[config.mk]
export PLATFORM = sky130hd
export DESIGN_NAME = cmx_exec
export DESIGN_NICKNAME = d
export VERILOG_FILES = /design/src/cmx_pkg.sv /design/src/cmx_exec.sv
export SDC_FILE = /design/constraint.sdc
export NUM_CORES = 1
export LEC_CHECK = 0
export BUFFER_PORTS_ARGS = -buffer_cell sky130_fd_sc_hd__buf_4
export CAP_MARGIN = 25
export CORE_ASPECT_RATIO = 1.75
export CORE_MARGIN = 1.5
export CORE_UTILIZATION = 50
export DETAILED_ROUTE_END_ITERATION = 8
export GPL_TIMING_DRIVEN = 0
export PLACE_DENSITY = 0.69
export REMOVE_ABC_BUFFERS = 1
export SLEW_MARGIN = 20
export SYNTH_ARGS = -nofsm -noshare
export SYNTH_HDL_FRONTEND = slang
export SYNTH_SLANG_ARGS = --single-unit
export TNS_END_PERCENT = 30
[constraint.sdc]
create_clock -name ref_clk -period 6.55 [get_ports ref_clk]
set_input_delay 1.31 -clock ref_clk [delete_from_list [all_inputs] [get_ports ref_clk]]
set_output_delay 1.31 -clock ref_clk [all_outputs]
set_load 0.005 [all_outputs]
[src/cmx_pkg.sv]
`default_nettype none
package cmx_pkg;

  // ****************************************************
  // machine cycle and reset values
  // ****************************************************
  localparam logic [3:0]  CLKS_PER_MCYCLE = 4'h2;
  localparam logic [7:0]  ACC_RST         = 8'h00;
  localparam logic [7:0]  AUX_RST         = 8'h00;
  localparam logic [7:0]  SP_RST          = 8'h07;
  localparam logic [15:0] PC_RST          = 16'h0000;

  // ****************************************************
  // direct addresses held inside this block, and the bit area base in ram
  // ****************************************************
  localparam logic [7:0] SP_ADDR  = 8'h81;
  localparam logic [7:0] ACC_ADDR = 8'hE0;
  localparam logic [7:0] AUX_ADDR = 8'hF0;
  localparam logic [7:0] BITAREA_BASE = 8'h20;

  // ****************************************************
  // opcodes
  // ****************************************************
  localparam logic [7:0] OP_NOP      = 8'h00;
  localparam logic [7:0] OP_RET      = 8'h22;
  localparam logic [7:0] OP_RL       = 8'h23;
  localparam logic [7:0] OP_INTERRUPT_RETURN_OP     = 8'h32;
  localparam logic [7:0] OP_RLC      = 8'h33;
  localparam logic [7:0] OP_OR_D_A   = 8'h42;
  localparam logic [7:0] OP_OR_D_IMM = 8'h43;
  localparam logic [7:0] OP_OR_A_IMM = 8'h44;
  localparam logic [7:0] OP_OR_A_DIR = 8'h45;
  localparam logic [6:0] OP_OR_A_IND = 7'h23;
  localparam logic [4:0] OP_OR_A_RN  = 5'h09;
  localparam logic [7:0] OP_OR_C_BIT = 8'h72;
  localparam logic [7:0] OP_OR_C_NBT = 8'hA0;
  localparam logic [7:0] OP_MUL      = 8'hA4;
  localparam logic [7:0] OP_PUSH     = 8'hC0;
  localparam logic [7:0] OP_POP      = 8'hD0;

  // ****************************************************
  // sequencer states
  // ****************************************************
  typedef enum logic [2:0] {
    ST_IDLE, ST_PTR, ST_RD, ST_RD_LO, ST_FINISH
  } cmx_phase_t;

  // ****************************************************
  // decode helpers
  // ****************************************************
  function automatic logic [3:0] mcycles_of(input logic [7:0] op);
    if (op == OP_MUL)
      return 4'h4;
    else if (op == OP_OR_D_IMM || op == OP_OR_C_BIT ||
             op == OP_OR_C_NBT || op == OP_PUSH || op == OP_POP ||
             op == OP_RET || op == OP_INTERRUPT_RETURN_OP)
      return 4'h2;
    else
      return 4'h1;
  endfunction

  function automatic logic [1:0] bytes_of(input logic [7:0] op);
    if (op == OP_OR_D_IMM)
      return 2'h3;
    else if (op == OP_OR_D_A || op == OP_OR_A_IMM ||
             op == OP_OR_A_DIR || op == OP_OR_C_BIT ||
             op == OP_OR_C_NBT || op == OP_PUSH || op == OP_POP)
      return 2'h2;
    else
      return 2'h1;
  endfunction

  function automatic logic is_internal(input logic [7:0] dir);
    return dir == SP_ADDR || dir == ACC_ADDR || dir == AUX_ADDR;
  endfunction

  function automatic logic [7:0] bit_byte(input logic [7:0] baddr);
    if (!baddr[7])
      return BITAREA_BASE + {4'h0, baddr[6:3]};
    else
      return {baddr[7:3], 3'h0};
  endfunction

endpackage
`default_nettype wire

[src/cmx_exec.sv]
`timescale 1ns/1ps
`default_nettype none
module cmx_exec
  import cmx_pkg::*;
(
  // clock and reset
  input  wire logic        ref_clk,
  input  wire logic        arst_n,
  // instruction in
  input  wire logic        instr_valid,
  input  wire logic [7:0]  opcode,
  input  wire logic [7:0]  operand1,
  input  wire logic [7:0]  operand2,
  input  wire logic [1:0]  bank_sel,
  // instruction status
  output var  logic        busy,
  output var  logic        done,
  output var  logic [15:0] program_counter,
  // core registers and flags
  output var  logic [7:0]  accumulator,
  output var  logic [7:0]  aux_reg,
  output var  logic [7:0]  stack_pointer,
  output var  logic        carry_flag,
  output var  logic        overflow_flag,
  output var  logic        parity_flag,
  // interrupt controller
  output var  logic        int_level_release,
  output var  logic        int_hold,
  // internal data ram and direct space
  output var  logic [7:0]  mem_addr,
  output var  logic [7:0]  mem_wdata,
  output var  logic        mem_we,
  output var  logic        mem_re,
  output var  logic        mem_latch_rd,
  input  wire logic [7:0]  mem_rdata
);

  // ****************************************************
  // state
  // ****************************************************
  typedef struct packed {
    cmx_phase_t  ph;
    logic [7:0]  op;
    logic [7:0]  opnd1;
    logic [7:0]  opnd2;
    logic [3:0]  cnt;
    logic [15:0] pc;
    logic [7:0]  acc;
    logic [7:0]  aux;
    logic [7:0]  sp;
    logic        cy;
    logic        ov;
    logic        par;
    logic        busy;
    logic        done;
    logic        rel;
    logic        hold;
    logic [7:0]  addr;
    logic [7:0]  wdata;
    logic        we;
    logic        re;
    logic        latch;
  } cmx_state_t;

  cmx_state_t s_r;
  cmx_state_t s_nxt;

  function automatic logic [7:0] rd_int(input logic [7:0] dir,
                                        input cmx_state_t st);
    if (dir == SP_ADDR)
      return st.sp;
    else if (dir == ACC_ADDR)
      return st.acc;
    else
      return st.aux;
  endfunction

  // ****************************************************
  // sequencer
  // ****************************************************
  always_comb begin
    logic [15:0] prod;
    logic [7:0]  val;
    logic [7:0]  mask;
    logic        bitv;
    prod  = 16'h0000;
    val   = 8'h00;
    mask  = 8'h00;
    bitv  = 1'b0;
    s_nxt = s_r;
    s_nxt.done  = 1'b0;
    s_nxt.rel   = 1'b0;
    s_nxt.we    = 1'b0;
    s_nxt.re    = 1'b0;
    s_nxt.latch = 1'b0;
    if (s_r.cnt != 4'h0)
      s_nxt.cnt = s_r.cnt - 4'h1;
    mask = (s_r.op == OP_OR_D_A) ? s_r.acc : s_r.opnd2;
    case (s_r.ph)
      ST_IDLE: begin
        if (instr_valid) begin
          s_nxt.op    = opcode;
          s_nxt.opnd1 = operand1;
          s_nxt.opnd2 = operand2;
          s_nxt.busy  = 1'b1;
          s_nxt.cnt   = mcycles_of(opcode) * CLKS_PER_MCYCLE - 4'h1;
          s_nxt.ph    = ST_FINISH;
          mask = (opcode == OP_OR_D_A) ? s_r.acc : operand2;
          case (opcode)
            OP_NOP: begin
              s_nxt.ph = ST_FINISH;
            end
            OP_RL: begin
              s_nxt.acc = {s_r.acc[6:0], s_r.acc[7]};
            end
            OP_RLC: begin
              s_nxt.acc = {s_r.acc[6:0], s_r.cy};
              s_nxt.cy  = s_r.acc[7];
            end
            OP_MUL: begin
              prod      = s_r.acc * s_r.aux;
              s_nxt.acc = prod[7:0];
              s_nxt.aux = prod[15:8];
              s_nxt.ov  = prod[15:8] != 8'h00;
              s_nxt.cy  = 1'b0;
            end
            OP_OR_A_IMM: begin
              s_nxt.acc = s_r.acc | operand1;
            end
            OP_OR_A_DIR: begin
              if (is_internal(operand1))
                s_nxt.acc = s_r.acc | rd_int(operand1, s_r);
              else begin
                s_nxt.addr = operand1;
                s_nxt.re   = 1'b1;
                s_nxt.ph   = ST_RD;
              end
            end
            OP_OR_D_A, OP_OR_D_IMM: begin
              if (operand1 == ACC_ADDR)
                s_nxt.acc = s_r.acc | mask;
              else if (operand1 == AUX_ADDR)
                s_nxt.aux = s_r.aux | mask;
              else if (operand1 == SP_ADDR)
                s_nxt.sp = s_r.sp | mask;
              else begin
                s_nxt.addr  = operand1;
                s_nxt.re    = 1'b1;
                s_nxt.latch = 1'b1;
                s_nxt.ph    = ST_RD;
              end
            end
            OP_OR_C_BIT, OP_OR_C_NBT: begin
              val = bit_byte(operand1);
              if (is_internal(val)) begin
                bitv = 1'((rd_int(val, s_r) >> operand1[2:0]) & 8'h01);
                if (bitv ^ (opcode == OP_OR_C_NBT))
                  s_nxt.cy = 1'b1;
              end else begin
                s_nxt.addr = val;
                s_nxt.re   = 1'b1;
                s_nxt.ph   = ST_RD;
              end
            end
            OP_PUSH: begin
              s_nxt.sp = s_r.sp + 8'h01;
              if (is_internal(operand1)) begin
                s_nxt.addr  = s_r.sp + 8'h01;
                s_nxt.wdata = rd_int(operand1, s_r);
                s_nxt.we    = 1'b1;
              end else begin
                s_nxt.addr = operand1;
                s_nxt.re   = 1'b1;
                s_nxt.ph   = ST_RD;
              end
            end
            OP_POP, OP_RET, OP_INTERRUPT_RETURN_OP: begin
              s_nxt.addr = s_r.sp;
              s_nxt.re   = 1'b1;
              s_nxt.ph   = ST_RD;
            end
            default: begin
              if (opcode[7:3] == OP_OR_A_RN ||
                  opcode[7:1] == OP_OR_A_IND) begin
                // indirect form only has R0/R1, low opcode bit picks one
                s_nxt.addr = opcode[3] ? {3'h0, bank_sel, opcode[2:0]}
                                       : {3'h0, bank_sel, 2'h0, opcode[0]};
                s_nxt.re   = 1'b1;
                s_nxt.ph   = opcode[3] ? ST_RD : ST_PTR;
              end
            end
          endcase
        end
      end
      ST_PTR: begin
        s_nxt.addr = mem_rdata;
        s_nxt.re   = 1'b1;
        s_nxt.ph   = ST_RD;
      end
      ST_RD: begin
        s_nxt.ph = ST_FINISH;
        case (s_r.op)
          OP_OR_D_A, OP_OR_D_IMM: begin
            s_nxt.wdata = mem_rdata | mask;
            s_nxt.we    = 1'b1;
          end
          OP_OR_C_BIT, OP_OR_C_NBT: begin
            bitv = mem_rdata[s_r.opnd1[2:0]];
            if (bitv ^ (s_r.op == OP_OR_C_NBT))
              s_nxt.cy = 1'b1;
          end
          OP_PUSH: begin
            s_nxt.addr  = s_r.sp;
            s_nxt.wdata = mem_rdata;
            s_nxt.we    = 1'b1;
          end
          OP_POP: begin
            s_nxt.sp = s_r.sp - 8'h01;
            if (s_r.opnd1 == SP_ADDR)
              s_nxt.sp = mem_rdata;
            else if (s_r.opnd1 == ACC_ADDR)
              s_nxt.acc = mem_rdata;
            else if (s_r.opnd1 == AUX_ADDR)
              s_nxt.aux = mem_rdata;
            else begin
              s_nxt.addr  = s_r.opnd1;
              s_nxt.wdata = mem_rdata;
              s_nxt.we    = 1'b1;
            end
          end
          OP_RET, OP_INTERRUPT_RETURN_OP: begin
            s_nxt.pc[15:8] = mem_rdata;
            s_nxt.sp       = s_r.sp - 8'h01;
            s_nxt.addr     = s_r.sp - 8'h01;
            s_nxt.re       = 1'b1;
            s_nxt.ph       = ST_RD_LO;
          end
          default: begin
            s_nxt.acc = s_r.acc | mem_rdata;
          end
        endcase
      end
      ST_RD_LO: begin
        s_nxt.pc[7:0] = mem_rdata;
        s_nxt.sp      = s_r.sp - 8'h01;
        s_nxt.ph      = ST_FINISH;
      end
      ST_FINISH: begin
        // fetch cycles share the slot count; they stretch the slot only when they outlast it, never shorten it
        if (s_r.cnt == 4'h0) begin
          s_nxt.done = 1'b1;
          s_nxt.busy = 1'b0;
          s_nxt.ph   = ST_IDLE;
          if (s_r.op != OP_RET && s_r.op != OP_INTERRUPT_RETURN_OP)
            s_nxt.pc = s_r.pc + {14'h0000, bytes_of(s_r.op)};
          if (s_r.op == OP_INTERRUPT_RETURN_OP) begin
            s_nxt.rel  = 1'b1;
            s_nxt.hold = 1'b1;
          end else
            s_nxt.hold = 1'b0;
        end
      end
      default: begin
        s_nxt.ph = ST_IDLE;
      end
    endcase
    s_nxt.par = ^s_nxt.acc;
  end

  // ****************************************************
  // registers
  // ****************************************************
  always_ff @(posedge ref_clk or negedge arst_n) begin
    if (!arst_n) begin
      s_r       <= '0;
      s_r.ph    <= ST_IDLE;
      s_r.pc    <= PC_RST;
      s_r.acc   <= ACC_RST;
      s_r.aux   <= AUX_RST;
      s_r.sp    <= SP_RST;
    end else begin
      s_r <= s_nxt;
    end
  end

  // ****************************************************
  // outputs
  // ****************************************************
  assign busy              = s_r.busy;
  assign done              = s_r.done;
  assign program_counter   = s_r.pc;
  assign accumulator       = s_r.acc;
  assign aux_reg           = s_r.aux;
  assign stack_pointer     = s_r.sp;
  assign carry_flag        = s_r.cy;
  assign overflow_flag     = s_r.ov;
  assign parity_flag       = s_r.par;
  assign int_level_release = s_r.rel;
  assign int_hold          = s_r.hold;
  assign mem_addr          = s_r.addr;
  assign mem_wdata         = s_r.wdata;
  assign mem_we            = s_r.we;
  assign mem_re            = s_r.re;
  assign mem_latch_rd      = s_r.latch;

endmodule
`default_nettype wire

==> out/metrics.csv, run 1 <==
metric;value;unit
status;completed;
Internal Power;1.65;mW
area of placed instances;10500;µm²
peak supply drop;0.248;mV
top post-synthesis cells by area;dfrtp_1 23%, fa_1 7.3%, nand2_1 6.2%, ha_1 5.1%, a21oi_1 4.6%;
Final Hold Violating Endpoints;0;
top_reg_cell synth;dfrtp_1;
first-pass GRT wire length;58100;µm
clock slew at reported path FFs;0.07;ns
Post-CTS Hold Fix Bufs;0;
aggregate routed wire length;38300;µm
Clk network pwr share;17.6;%
Placement Setup Slack;1.04;ns
antenna violations before repair;0;
RePlAce Congestion;1.03;
vias in the first global route;9982;
Final min period;5.50;ns
commonest non-fill, non-tap cell in the layout;nand2_1;
crit path DAT;5.73;ns
Die H;191;µm
Via density;6.63;
drt wl/cell;25.6;µm
number of CTS-inserted buffers;9;
CTS root buf;clkbuf_16;
Final Instance Count excl. Fillers;1496;
Antenna Nets Post-Route;0;
clk buf depth;2;
data required time at the worst endpoint;6.79;ns
fmax;182;MHz
Ports;103;
antenna fix cells;0;
WHS Path Cells;2;
MaxCap Viol Count;0;
HPWL after detailed placement;28400;µm
Synthesis Warnings;0;
GRT Total Usage;36.3;%
CTS H-Tree Depth;3;
RR Startpoint;accumulator[1];
Seq pwr share;37.8;%
DRT iter0 DRCs;805;
count of final max-slew check failures;0;
total congestion overflow;0;
combinational fraction of design power;44.7;%
worst skew pair latency;0.37;ns
Worst R2R End;overflow_flag;
setup ws final;1.05;ns
Final Setup Violations;0;
IO buf count;102;
CTS tree;done;
Layout Skew;0.00910;ns
FF-to-FF setup slack;1.05;ns
largest reg by FF count;s_r;
relative slew slack;32.3;%
DIE AREA;21100;µm²
Psw;1.39;mW
post-cts resize count;0;
Static Leak;4.82;nW
origin of the worst min-delay path;s_r[70];
Placed Cells;1478;
fin area;10700;µm²
Chip Width;110;µm
fin crit share;83.9;%
Worst R2R Path Depth;18;
WHS;0.479;ns
largest net degree at the start of global routing;98;
sequential fraction of the synthesis area;24.1;%
crit path launch;accumulator[1];
Core Area;19700;µm²
Worst Path Max Fanout;20;
Post-synth EDFFs;0;
synthesis-stage register bit count;97;
layout cell share with drive strength beyond 1;14.2;%
Area Overhead vs Synth;6.48;%
Setup CP Type;flop to flop;
Netlist cell types;96;
Power Density;283;nW/µm²
total clock sinks;97;
max reg flops;31;
crit path to;overflow_flag;
Net Sw Frac;45.6;%
Worst Hold Class;flop to flop;
crit end category;flop;
crit start category;flop;
Mapped Area;10100;µm²
worst slew pin tran;1.01;ns
Gate Count Post-Synth;1270;
post-CTS setup buffer count;0;
Initial DRT Pass Iterations;8;
via count of the routed design;9915;
RSZ-0062 raised after global routing;no;
Initial Utilization;51.1;%
DRC;0;
Post-Syn Area per Cell;7.95;µm²
Post-layout nets;1361;
top cell type's share of synthesized area;23.3;%
TNS Setup;0;ns
most frequent cells in the layout;167 x nand2_1, 103 x buf_4, 94 x dfrtp_1;
Rows;68;
leading area contributor after synthesis;dfrtp_1;
ys async rst share;100;%
[cell usage after synthesis (23+ instances only)]
master	n
nor2_1	90
clkbuf_1	65
a31oi_1	23
fa_1	37
dfrtp_1	94
o21ai_0	72
buf_4	57
nand2_1	168
ha_1	41
nor3_1	23
a21oi_1	93
inv_1	79
and2_1	56
nand3_1	39
[stage by stage]
stage	utilization, %	total power [mW]
after floorplan	-	1.82
after global placement	52.5	2.43
after detailed placement	52.9	2.48
after CTS	54.4	3.02
after global routing	54.4	3.22
final	54.4	3.04
[cell type report]
class | count | area (µm²)
repair buffers | 109 | 846
inverters | 79 | 297
clock inverters | 5 | 38.8
well taps | 245 | 307
multi-input cells | 950 | 6590
clock buffers | 11 | 243
fillers | 1935 | 8990
flip-flops and latches | 97 | 2430
[worst min path at each step]
stage / to / slack [ns]
floorplan: s_r[70] / 0.44
global route: s_r[77] / 0.51
finish: s_r[70] / 0.48
global placement: s_r[76] / 0.46
detailed placement: s_r[74] / 0.47
CTS: s_r[74] / 0.48
[critical path, cell delays in order (launching register included)]
cell and delay (ns):
dfrtp_1 0.88, nand2_1 0.16, fa_1 0.53, fa_1 0.55
inv_1 0.06, fa_1 0.55, inv_1 0.06, fa_1 0.53
inv_1 0.04, ha_1 0.29, inv_1 0.04, a211oi_1 0.28
o21ai_0 0.18, a21oi_1 0.32, o2111ai_1 0.18, nand3b_1 0.13
xor2_1 0.09, nor4_1 0.34, a31oi_1 0.13
[routing by layer]
metal  up-vias  part of all wire (%)  GRT usage (%)
met4         0                    10           32.4
met5         -                     0              0
met1      4818                    32           36.1
met2       525                    50           64.9
li1       4354                     -              -
met3       218                   7.2           6.02
[logic make-up (layout without fill, tap and decap cells)]
kind of cell	after synthesis	after routing	share of synthesized area (%)
buffers and inverters	223	204	10.9
AND/OR/NAND/NOR	475	475	23.8
flip-flops	97	97	24.1
XOR/XNOR	29	29	2.86
AO/OA/AOI/OAI	345	345	23.0
adder cells (fa/ha/maj)	78	78	12.4
multiplexers	23	23	2.90
[power groups by stage]
stage               logic [mW]  clock network (mW)  registers (mW)
floorplan                0.811                   0            1.01
global placement          1.29                   0            1.14
detailed placement        1.33                   0            1.15
CTS                       1.34               0.537            1.14
global route              1.50               0.555            1.17
finish                    1.36               0.534            1.15
Note: power is estimated with default switching activity, not from simulation.
==> run 2: changes to the inputs <==
--- a/config.mk
+++ b/config.mk
@@ -12,7 +12,7 @@
 export CORE_UTILIZATION = 50
 export DETAILED_ROUTE_END_ITERATION = 8
 export GPL_TIMING_DRIVEN = 0
-export PLACE_DENSITY = 0.69
+export PLACE_DENSITY = 0.72
 export REMOVE_ABC_BUFFERS = 1
 export SLEW_MARGIN = 20
 export SYNTH_ARGS = -nofsm -noshare
==> constraint.sdc (replaced) <==
create_clock -name ref_clk -period 4.7 [get_ports ref_clk]
set_input_delay 0.94 -clock ref_clk [delete_from_list [all_inputs] [get_ports ref_clk]]
set_output_delay 0.94 -clock ref_clk [all_outputs]
set_load 0.005 [all_outputs]
==> out/metrics.csv, run 2 (synthesis gave the netlist of run 1 again) <==
metric;value;unit;change
combinational fraction of design power;48.9;%;+4.2 points
met1 Track Usage GR;39.1;%;+3.0 points
total clock sinks;97;;unchanged
worst path buffer plus inverter count;3;;-1
failing checks;setup timing;;
Clk network pwr share;17.1;%;-0.5 points
max reg flops;31;;unchanged
Static Leak;4.97;nW;+3.1%
global routing's busiest layer;met2;;
Psw;1.98;mW;+42%
Final Setup Violations;1;;+1
Die H;191;µm;unchanged
fmax;212;MHz;+16%
crit start category;flop;;
Tot Pwr;4.42;mW;+45%
largest reg by FF count;s_r;;
met3 Usage GRT;5.93;%;-0.095 points
IO buf count;102;;unchanged
DRT iter0 DRCs;921;;+14%
antenna fix cells;0;;unchanged
DIE AREA;21100;µm²;unchanged
vias in the first global route;9992;;+0.10%
crit end category;flop;;
Worst Path Max Fanout;5;;-75%
Post-CTS Hold Fix Bufs;0;;unchanged
peak supply drop;0.349;mV;+40%
Internal Power;2.44;mW;+48%
Initial DRT Pass Iterations;7;;-1
worst skew pair latency;0.37;ns;about the same
CTS root buf;clkbuf_16;;
aggregate routed wire length;38400;µm;about the same
number of CTS-inserted buffers;9;;unchanged
drt wl/cell;25.2;µm;-1.8%
final core occ;56.9;%;+2.4 points
clk buf depth;2;;unchanged
Initial Utilization;51.1;%;unchanged
Setup CP Type;flop to flop;;
data required time at the worst endpoint;4.93;ns;-1.86 ns
CTS H-Tree Depth;3;;unchanged
Seq pwr share;34.0;%;-3.8 points
WHS;0.476;ns;-0.00312 ns
met2 Use GR;61.5;%;-3.4 points
Power Density;393;nW/µm²;+39%
Placement Setup Slack;-0.742;ns;-1.78 ns
most frequent cells in the layout;167 x nand2_1, 129 x buf_4, 90 x a21oi_1;;
GRT Total Usage;36.2;%;-0.18 points
critical path's top delay family;adder cells;;
HPWL after detailed placement;26600;µm;-6.2%
FF-to-FF setup slack;-0.03;ns;-1.08 ns
DRC;0;;unchanged
worst path cell trace;buf_4, and2_1, fa_1, ha_1, inv_1, fa_1, fa_1, inv_1, ha_4, nor2_4, a211oi_4, or4_4, a31oi_1, a211o_1, xor2_2, xnor2_2, xnor3_1;;
Final Hold Violating Endpoints;0;;unchanged
crit path DAT;4.96;ns;-0.77 ns
via count of the routed design;10100;;+1.6%
Final min period;4.73;ns;-0.772 ns
Post-layout nets;1390;;+2.1%
worst slew pin tran;1.02;ns;+0.0101 ns
count of final max-slew check failures;0;;unchanged
setup ws final;-0.0254;ns;-1.08 ns
Largest stage delay, worst path;0.52;ns;-0.36 ns
CTS tree;done;;
Core Area;19700;µm²;unchanged
CP max stage cell;dfrtp_4;;
largest net degree at the start of global routing;98;;unchanged
Via density;6.61;;-0.32%
fin crit share;101;%;+17 points
RePlAce Congestion;1.03;;about the same
antenna violations before repair;0;;unchanged
Antenna Nets Post-Route;0;;unchanged
Filler cells;1877;;-3.0%
first-pass GRT wire length;58100;µm;about the same
RSZ-0062 raised after global routing;yes;;
commonest non-fill, non-tap cell in the layout;nand2_1;;
CP dominant cell by count;fa_1;;
Rows;68;;unchanged
Chip Width;110;µm;unchanged
layout cell share with drive strength beyond 1;20.0;%;+5.8 points
Net Sw Frac;44.7;%;-0.89 points
Layout Skew;0.0141;ns;+0.00503 ns
Worst Hold Class;flop to flop;;
Ports;103;;unchanged
Area Overhead vs Synth;11.2;%;
MaxCap Viol Count;0;;unchanged
clock slew at reported path FFs;0.07;ns;about the same
relative slew slack;31.8;%;-0.57 points
status;finished, violations left;;
total congestion overflow;0;;unchanged
[run 2: cell count changes in the layout (fill, tap and decap cells not counted), moves of 7 or more]
cell     change
buf_4       +26
dfrtp_1     -13
inv_1        -8
dfrtp_2      +7
inv_2        +7
[run 2: path summary, 6_finish.rpt]
kind / to / startpoint / cells after the start
worst max-delay path: parity_flag / accumulator[2] / 17
worst min-delay path: s_r[75] / s_r[75] / 2
worst max register to register: parity_flag / accumulator[2] / 17
worst min register to register: s_r[75] / s_r[75] / 2
max in group asynchronous: aux_reg[7] / arst_n / 1
min in group asynchronous: mem_wdata[6] / arst_n / 1
[run 2: worst min-delay path, cell delays in order, from the launching register on]
cell and delay [ns]:
dfrtp_1 0.34, nand2_1 0.05, nand2_1 0.05
[run 2: power groups by stage]
stage | Sequential (mW) | Clock (mW) | Combinational [mW]
floorplan | 1.41 | 0 | 1.13
global placement | 1.58 | 0 | 1.77
detailed placement | 1.58 | 0 | 1.84
CTS | 1.50 | 0.754 | 2.04
global route | 1.53 | 0.787 | 2.35
finish | 1.50 | 0.753 | 2.16
[run 2: through the flow]
step | instances | instance area [µm²] | setup TNS, ns
floorplan | 1126 | 9290 | -0.125
global placement | 1473 | 10400 | -3.55
detailed placement | 1476 | 10400 | -4.02
CTS | 1517 | 11000 | -0.0287
global route | 1525 | 11200 | -0.305
finish | 1525 | 11200 | -0.0254
[run 2: layout make-up]
cell class | instances | area, µm² | area share (%)
sequential | 97 | 2460 | 21.9
multi-input combinational | 950 | 6780 | 60.4
timing repair buffer | 138 | 1090 | 9.73
inverter | 79 | 299 | 2.66
clock inverter | 4 | 33.8 | 0.301
tap | 245 | 307 | 2.73
clock buffer | 12 | 256 | 2.28
[run 2: what timing repair did]
item                                   4_1_cts  5_1_grt
resized for setup                           36       35
pin swaps                                   18       18
setup buffers                               25        6
setup endpoints to repair                    9        8
endpoints found under the hold margin        0        0
[run 2: metal layers]
metal	vias to the layer above	share of wire, %	routed length (µm)
li1	4429	-	-
met1	4818	34	13000
met2	603	49	18600
met3	225	7.8	3000
met4	0	9.7	3730
met5	-	0	0
